==> src/asir_consts.svh <==
`ifndef ASIR_CONSTS_SVH
`define ASIR_CONSTS_SVH

// serial frame layout: 24 bits, MSB first
`define ASIR_FRAME_BITS 5'h18
`define ASIR_HDR_LAST 5'h0F
`define ASIR_ADDR_W 13
`define ASIR_RW_BIT 15

// register addresses
`define ASIR_ADR_MASK 13'h0071
`define ASIR_ADR_ID_LO 13'h0078
`define ASIR_ADR_ID_MID 13'h0079
`define ASIR_ADR_ID_HI 13'h007A
`define ASIR_ADR_ALARM 13'h007B
`define ASIR_ADR_STAT 13'h007D
`define ASIR_ADR_RSVD 13'h007F
`define ASIR_ADR_SEQ 13'h0091

// alarm mask / status field positions
`define ASIR_BIT_SYNCREQ 4
`define ASIR_BIT_PHASE 2
`define ASIR_BIT_SYSREF 1
`define ASIR_BIT_ALARM 0
`define ASIR_BIT_BUSY 4

// mask reset value and writable bits
`define ASIR_MASK_RST 8'h00
`define ASIR_MASK_WMASK 8'h16

`endif

==> src/asir_pkg.sv <==
package asir_pkg;

  // sequencer step codes as read back by software
  typedef enum logic [3:0] {
    ASIR_RESET    = 4'h0,
    ASIR_DONE     = 4'h2,
    ASIR_READY0   = 4'h4,
    ASIR_READY1   = 4'h5,
    ASIR_READY2   = 4'h6,
    ASIR_RUNNING  = 4'hA,
    ASIR_START    = 4'hB,
    ASIR_PWRUP0   = 4'hC,
    ASIR_PWRUP1   = 4'hD,
    ASIR_PWRUP2   = 4'hE,
    ASIR_CLRRST   = 4'hF
  } asir_step_t;

  typedef struct packed {
    logic [7:0] mask;
    logic never_synced;
    logic alarm;
    logic busy;
    asir_step_t step;
    logic pulse_kind;
    logic sclk_q;
    logic [4:0] bit_cnt;
    logic [15:0] hdr;
    logic [7:0] wdata;
    logic [7:0] rdata;
    logic sdo;
    logic sdo_en;
  } asir_state_t;

endpackage

==> src/asir_regs.sv <==
`timescale 1ns/1ps
`default_nettype none
`include "asir_consts.svh"

// Behaviour
// - mask bit 4 set lets the sync request condition raise the alarm.
// - mask bit 2 set lets output phase status raise the alarm.
// - mask bit 1 set lets SYSREF sync status raise the alarm.
// - combined alarm reads back as bit 0 of the alarm readback register.
// - fixed 24-bit identifier in three bytes, low, middle, high.
// - status bit 2 reads 1 when phase stable, 0 when not.
// - status bit 1 reads 0 after any sync, 1 if never synced.
// - sequencer status bit 4 reads 1 while any channel sequencer runs.
// - 4-bit step field reports sequencer step with the listed codes.
// - reseed and pulse triggers follow different progressions; running only for pulses.
module asir_regs #(
  parameter logic [23:0] PRODUCT_ID = 24'h00_5AA5 // arbitrary value
) (
  // clock and reset
  input wire logic CLK,
  input wire logic RST_B,
  // serial control port
  input wire logic SCLK,
  input wire logic SLEN_B,
  input wire logic SDIO_IN,
  output logic SDIO_OUT,
  output logic SDIO_OE,
  // status sources
  input wire logic SYNC_REQ_PENDING,
  input wire logic PHASE_STABLE,
  input wire logic SYNC_EVENT,
  input wire logic [13:0] CHAN_SEQ_ACTIVE,
  // sequencer triggers
  input wire logic RESEED_REQ,
  input wire logic PULSE_REQ,
  input wire logic PULSE_RUN,
  // results
  output logic ALARM,
  output logic [3:0] SEQ_STEP
);

  asir_pkg::asir_state_t st_r;
  asir_pkg::asir_state_t st_nxt;

  logic sclk_rise;
  logic sclk_fall;
  logic [12:0] addr;
  logic [7:0] rd_byte;

  function automatic logic [7:0] read_mux(input logic [12:0] a,
                                          input asir_pkg::asir_state_t s);
    logic [7:0] v;
    v = 8'h00;
    case (a)
      `ASIR_ADR_MASK: v = s.mask;
      `ASIR_ADR_ID_LO: v = PRODUCT_ID[7:0];
      `ASIR_ADR_ID_MID: v = PRODUCT_ID[15:8];
      `ASIR_ADR_ID_HI: v = PRODUCT_ID[23:16];
      `ASIR_ADR_ALARM: v[`ASIR_BIT_ALARM] = s.alarm;
      `ASIR_ADR_STAT: begin
        v[`ASIR_BIT_SYNCREQ] = SYNC_REQ_PENDING;
        v[`ASIR_BIT_PHASE] = PHASE_STABLE;
        v[`ASIR_BIT_SYSREF] = s.never_synced;
      end
      `ASIR_ADR_SEQ: begin
        v[`ASIR_BIT_BUSY] = s.busy;
        v[3:0] = s.step;
      end
      default: v = 8'h00;
    endcase
    return v;
  endfunction

  assign sclk_rise = SCLK & ~st_r.sclk_q;
  assign sclk_fall = ~SCLK & st_r.sclk_q;
  assign addr = st_r.hdr[`ASIR_ADDR_W-1:0];
  // a function result cannot be part-selected, so the byte gets its own net
  assign rd_byte = read_mux(addr, st_r);

  always_comb begin
    st_nxt = st_r;
    st_nxt.sclk_q = SCLK;

    // serial port: sample on rising edge, drive read data on falling edge
    if (SLEN_B) begin
      st_nxt.bit_cnt = 5'h00;
      st_nxt.sdo_en = 1'b0;
    end else begin
      if (sclk_rise && st_r.bit_cnt != `ASIR_FRAME_BITS) begin
        st_nxt.bit_cnt = st_r.bit_cnt + 5'h01;
        if (st_r.bit_cnt <= `ASIR_HDR_LAST) begin
          st_nxt.hdr = {st_r.hdr[14:0], SDIO_IN};
        end else begin
          st_nxt.wdata = {st_r.wdata[6:0], SDIO_IN};
        end
        // last data bit of a write frame commits it
        if (st_r.bit_cnt == `ASIR_FRAME_BITS - 5'h01 && !st_r.hdr[`ASIR_RW_BIT]
            && addr == `ASIR_ADR_MASK) begin
          st_nxt.mask = {st_r.wdata[6:0], SDIO_IN} & `ASIR_MASK_WMASK;
        end
      end
      if (sclk_fall && st_r.hdr[`ASIR_RW_BIT]) begin
        if (st_r.bit_cnt == `ASIR_HDR_LAST + 5'h01) begin
          // snapshot whole byte at once so the read is coherent
          st_nxt.rdata = {rd_byte[6:0], 1'b0};
          st_nxt.sdo = rd_byte[7];
          st_nxt.sdo_en = 1'b1;
        end else if (st_r.bit_cnt > `ASIR_HDR_LAST + 5'h01
                     && st_r.bit_cnt < `ASIR_FRAME_BITS) begin
          st_nxt.sdo = st_r.rdata[7];
          st_nxt.rdata = {st_r.rdata[6:0], 1'b0};
        end else if (st_r.bit_cnt == `ASIR_FRAME_BITS) begin
          st_nxt.sdo_en = 1'b0;
        end
      end
    end

    // never-synced flag falls on the first sync and stays low
    if (SYNC_EVENT) begin
      st_nxt.never_synced = 1'b0;
    end

    // combined alarm is active while any masked-in source is active, phase unstable being one
    st_nxt.alarm = (st_r.mask[`ASIR_BIT_SYNCREQ] & SYNC_REQ_PENDING)
                 | (st_r.mask[`ASIR_BIT_PHASE] & ~PHASE_STABLE)
                 | (st_r.mask[`ASIR_BIT_SYSREF] & st_r.never_synced);

    st_nxt.busy = |CHAN_SEQ_ACTIVE;

    // sequencer: one step per clock, pulse kind holds in running
    unique case (st_r.step)
      asir_pkg::ASIR_RESET: begin
        if (RESEED_REQ || PULSE_REQ) begin
          st_nxt.pulse_kind = PULSE_REQ & ~RESEED_REQ;
          st_nxt.step = asir_pkg::ASIR_PWRUP0;
        end
      end
      asir_pkg::ASIR_PWRUP0: st_nxt.step = asir_pkg::ASIR_PWRUP1;
      asir_pkg::ASIR_PWRUP1: st_nxt.step = asir_pkg::ASIR_PWRUP2;
      asir_pkg::ASIR_PWRUP2: begin
        st_nxt.step = st_r.pulse_kind ? asir_pkg::ASIR_START : asir_pkg::ASIR_CLRRST;
      end
      asir_pkg::ASIR_CLRRST: st_nxt.step = asir_pkg::ASIR_READY0;
      asir_pkg::ASIR_READY0: st_nxt.step = asir_pkg::ASIR_READY1;
      asir_pkg::ASIR_READY1: st_nxt.step = asir_pkg::ASIR_READY2;
      asir_pkg::ASIR_READY2: st_nxt.step = asir_pkg::ASIR_START;
      asir_pkg::ASIR_START: begin
        st_nxt.step = st_r.pulse_kind ? asir_pkg::ASIR_RUNNING : asir_pkg::ASIR_DONE;
      end
      asir_pkg::ASIR_RUNNING: begin
        if (!PULSE_RUN) begin
          st_nxt.step = asir_pkg::ASIR_DONE;
        end
      end
      asir_pkg::ASIR_DONE: st_nxt.step = asir_pkg::ASIR_RESET;
      default: st_nxt.step = asir_pkg::ASIR_RESET;
    endcase
  end

  always_ff @(posedge CLK or negedge RST_B) begin
    if (!RST_B) begin
      st_r <= '0;
      st_r.mask <= `ASIR_MASK_RST;
      st_r.never_synced <= 1'b1;
      st_r.step <= asir_pkg::ASIR_RESET;
    end else begin
      st_r <= st_nxt;
    end
  end

  assign SDIO_OUT = st_r.sdo;
  assign SDIO_OE = st_r.sdo_en;
  assign ALARM = st_r.alarm;
  assign SEQ_STEP = st_r.step;

endmodule
`default_nettype wire

==> config.mk <==
export PLATFORM = sky130hd
export DESIGN_NAME = asir_regs
export DESIGN_NICKNAME = d
export VERILOG_FILES = /design/src/asir_pkg.sv /design/src/asir_regs.sv
export VERILOG_INCLUDE_DIRS = /design/src
export SDC_FILE = /design/constraint.sdc
export NUM_CORES = 1
export LEC_CHECK = 0
export BUFFER_PORTS_ARGS = -buffer_cell sky130_fd_sc_hd__buf_2
export CAP_MARGIN = 20
export CORE_UTILIZATION = 45
export CTS_CLUSTER_SIZE = 24
export DETAILED_ROUTE_END_ITERATION = 8
export SYNTH_ARGS = -nofsm -noshare
export SYNTH_HDL_FRONTEND = slang
export SYNTH_SLANG_ARGS = --single-unit
==> constraint.sdc <==
create_clock -name CLK -period 2.9 [get_ports CLK]
set_input_delay 0.29 -clock CLK [delete_from_list [all_inputs] [get_ports CLK]]
set_output_delay 0.29 -clock CLK [all_outputs]
set_load 0.05 [all_outputs]
**After elaboration in Yosys (flattened, before gate mapping)**

Cells that the tools add are included.

- Bits in registers: 51
- Input bits: 25

- $add $sub $neg: 1
- Order comparisons: 3
- Equal/unequal tests: 22
- Muxes and demuxes: 20
- Bitwise gates (word level): 14
- Reduce and logical (&&, ||, !) cells: 20

Operators by type and width:

| operator | number |
|---|---|
| $eq A13 B7 Y1 const B | 5 |
| $pmux W4 S10 | 1 |
| $mux W29 | 1 |
| $eq A4 B4 Y1 const B | 6 |
| $mux W16 | 1 |
| $eq A5 B5 Y1 const B | 3 |
| $reduce_and A3 Y1 | 5 |
| $reduce_or A14 Y1 | 1 |
| $eq A13 B8 Y1 const B | 1 |
| $eq A4 B3 Y1 const B | 3 |
| $mux W10 | 1 |
| $mux W5 | 2 |
| $pmux W2 S5 | 1 |
| $mux W9 | 1 |
| $mux W4 | 2 |
| $mux W8 | 1 |
| $and A1 B1 Y1 | 6 |
| $not A1 Y1 | 6 |
| $pmux W3 S2 | 1 |
| $reduce_bool A2 Y1 | 3 |
| $add A5 B1 Y5 const B | 1 |
| $gt A5 B5 Y1 const B | 1 |
| $le A5 B4 Y1 const B | 1 |
| $logic_and A1 B1 Y1 | 5 |
| other kinds (15) | 21 |

**Depth between registers and ports, before layout**

- Depth after elaboration: 6
- Gate-level depth with buffers: 8
- Depth with buffers taken out: 7

**Least setup slack after synthesis**

Ideal clock, no wire load.

- Kind: flip-flop to flip-flop
- Start point: register st_r[34] in the netlist's numbering
- End point: register st_r (netlist bit addr[10])
- Library setup time: 0.125 ns
- Arrival time: 1.987 ns
- Path slack: 0.789 ns
- Cell stages (with the launch flop): 9
- Buffers on the path: 1
- Clock period less this slack: 2.111 ns
- Path through: dfrtp_1 > inv_1 > ha_1 > nor2b_1 > a311oi_4 > and2b_1 > o21ai_2 > buf_4 > mux2_2

- Longest elaborated chain between the ends: 3

RTL lines:

| what | line | text |
|---|---|---|
| from (decl) | asir_regs.sv:42 | `asir_pkg::asir_state_t st_r;` |
| from (signal assigned) | asir_regs.sv:167 | `st_r <= st_nxt;` |
| branches (longest 2 deep; another with $le A5 B4 Y1) | n/a |  |
| $reduce_and A3 Y1 (no line) * | n/a |  |

Mark *: on every way between the ends.
A chain may end at the register's enable or synchronous reset.

**Final worst setup path**

- Start point: register st_r[34] in the netlist's numbering
- End point: register st_r (netlist bit addr[8])

The elaborated chain is that of the path after synthesis.

==> results by group <==
Global route
  – Grt ovf: 0
  – Vias in the first global route: 1,628
  – Initial antenna violation count: 0
  – Pin count of the biggest net entering global routing: 47
  – First-pass GRT wire length: 7430 µm
  – Gr usage total: 18.1%

Clock tree
  – Root Buffer: clkbuf_8
  – Post-CTS sizing: 0
  – CTS Buf Count: 5
  – Max clock buf depth: 2
  – Clock transition at path regs: 0.08 ns
  – Clk Latency, worst-skew pair: 0.30 ns
  – CTS tree: yes
  – Clock Sink Count: 46
  – Post-CTS Setup Bufs: 0
  – H-tree levels: 2

Placed design
  – IO buf count: 31
  – RePlAce Congestion: 0.733
  – Placed cell areas: 0.00250 mm²
  – Pre-CTS setup slack: 0.629 ns
  – DP HPWL: 3080 µm

STA
  – Slew @ Worst Pin: 0.827 ns
  – Setup violations, final: 0
  – Max-slew violation count: 0
  – F_max: 437 MHz
  – Fin crit share: 78.9%
  – Crit path time final: 2.29 ns
  – RSZ-0062 raised after global routing: false
  – Final hold viol count: 0
  – Clock Skew: 0.00686 ns
  – Headroom to the max-slew limit: 44.9%
  – Setup slack after layout: 0.613 ns
  – Setup TNS: 0 ns

Final layout
  – Fin util: 54.1%
  – Layout cells sized above 1: 28.6%
  – Area growth, synth to finish: 12.3%
  – Final nets: 275
  – Post-Layout Inst Area: 0.00263 mm²
  – FILL cells: 451
  – Diodes inserted: 0

Synth
  – Synth Instances: 220
  – Post-synth EDFFs: 0
  – Post-synthesis cell type count: 46
  – Top-area cell type share of the netlist area: 48.2%
  – Syn. warnings: 0
  – Most frequent cells after synthesis: 45 x dfrtp_1, 23 x nand2_1, 22 x mux2_2
  – Synth area leader: dfrtp_1
  – Compound-cell area share of the yosys netlist: 13.2%
  – Number of synthesized register bits: 46
  – Post-Syn Area per Cell: 10.6 µm²
  – Post-Synth Adder-Cell Area: 2.03%
  – Post-synthesis sequential area ratio: 49.3%
  – Most numerous cell in the Yosys netlist: dfrtp_1
  – Mux share of post-synthesis cell area: 11.5%
  – Largest family of logic cells by synthesized area: simple AND/OR/NAND/NOR gates
  – Synthesized area: 0.00234 mm²
  – Synth Flop Type: dfrtp_1
  – Post-synthesis xor/xnor area fraction: 1.50%
  – Post-synthesis async set-or-reset flop share: 100%
  – Net Count, Synth: 248
  – Post-synthesis simple-gate area fraction: 18.0%
  – Synth top area cells: dfrtp_1 48%, mux2_2 11%, nand2_1 3.7%

Floorplan
  – Core ar.: 0.00485 mm²
  – Die area: 0.00549 mm²
  – Initial core utilization: 48.2%
  – Die width: 74.1 µm
  – Die Span Y: 74.1 µm
  – Row Count: 25
  – # IOs: 32

Power
  – P per Cell Area: 705 mW/mm²
  – Leakage: 0.00120 µW
  – Sw Ratio: 37.1%
  – Internal Dissipation: 1160 µW
  – Sw power: 687 µW
  – Worst ir drop on vdd: 0.000311 V
  – Seq pwr share: 50.1%
  – Clock power frac: 21.6%
  – Comb power frac: 28.2%

Routing
  – Vias post-DR: 1,712
  – Antenna-violating nets left: 0
  – TritonRoute pass-1 iters: 4
  – Detailed Route Iter0 Violations: 92
  – Remaining DRCs: 0
  – Avg WL per Cell: 13.6 µm
  – Final WL: 4270 µm
  – Avg Vias per Cell: 5.43

Outcome
  – Outcome: completed

Flow run
  – Max-cap violations: 0

Setup path
  – Maximum fanout along the worst path: 16
  – Startpoint Class: register
  – Reg2Reg Depth: 7
  – Critical path class: reg2reg
  – R2R Setup Slk: 0.61 ns
  – Launch point of the worst path: st_r[34]
  – Critical Path End Type: register
  – RR Endpoint: addr[8]
  – Worst setup path end: addr[8]
  – Critical path required time: 3.09 ns
  – Arrival @ worst endpoint: 2.48 ns
  – Reg-to-Reg Start: st_r[34]

Min path
  – Hold Path Class: in2reg
sequential cells by signal, indices dropped and copies added (netlist names):
register / cells
ALARM: 1
SDIO_OE: 1
SDIO_OUT: 1
SEQ_STEP: 4
addr: 13
st_r: 26
power groups by stage:
stage          logic [µW]  clock network [µW]  registers [µW]
3_3_place_gp          515                   0             940
3_5_place_dp          523                   0             942
5_1_grt               580                 442             961
2_1_floorplan         496                   0             846
4_1_cts               523                 414             929
6_report              522                 400             928
critical path, cell delays in order, from the launching register on:
cell	delay [ns]
dfrtp_1	0.42
inv_1	0.06
ha_1	0.20
nor2b_1	0.16
a311oi_4	0.47
and2b_1	0.24
o21ai_2	0.25
mux2_2	0.36
placed cells by master (no fill, tap or decap), drive strengths merged, types with 5 or more instances in the layout:
master	instances
mux2	22
nand4	6
a21oi	8
dfrtp	45
nand2	23
clkbuf	8
nor2b	5
nor2	17
o21ai	14
nor4	7
buf	33
inv	7
per-layer routing:
metal | routed length [µm] | track usage, % | vias up | share of wire, %
met5 | 0 | 0 | - | 0
met4 | 65 | 6.41 | 0 | 1.5
met3 | 186 | 4.74 | 7 | 4.4
met2 | 1880 | 28.3 | 32 | 44
met1 | 2130 | 24.4 | 824 | 50
li1 | - | - | 849 | -
logic make-up (layout without fill, tap and decap cells):
family / Yosys count / in the layout
mux: 24 / 24
simple gates: 79 / 79
xor+xnor: 4 / 4
flops: 46 / 46
buf+inv: 21 / 49
fa+ha+maj: 4 / 4
compound gates: 42 / 42
area by class of cell:
cell class	count	area, µm²	area share, %
flip-flops and latches	46	1150	43.9
multi-input cells	153	1080	41.1
repair buffers	34	193	7.34
clock buffers	8	90.1	3.43
well taps	67	83.8	3.19
inverters	7	26.3	1.00
what timing repair did:
action | CTS | global route
endpoints found under the hold margin | 0 | 18
endpoints found under the setup margin | 0 | 0
hold buffers | 0 | 1
stage by stage:
step | std cells | total power [µW] | hold slack, ns
2_1_floorplan | 220 | 1340 | -0.00559
3_3_place_gp | 305 | 1450 | 0.405
3_5_place_dp | 305 | 1460 | 0.416
4_1_cts | 313 | 1870 | 0.0955
5_1_grt | 315 | 1980 | 0.103
6_report | 315 | 1850 | 0.101
how the worst min path moves through the flow:
stage	startpoint	endpoint	slack (ns)	cells past startpoint
finish	SYNC_EVENT	st_r[47]	0.10	2
CTS	SYNC_EVENT	st_r[47]	0.1	2
detailed placement	SYNC_EVENT	st_r[47]	0.42	2
global route	SYNC_EVENT	st_r[47]	0.10	2
global placement	SYNC_EVENT	st_r[47]	0.41	2
floorplan	RST_B	ALARM	-0.006	0
No activity file was read; power rests on OpenSTA's default activity.
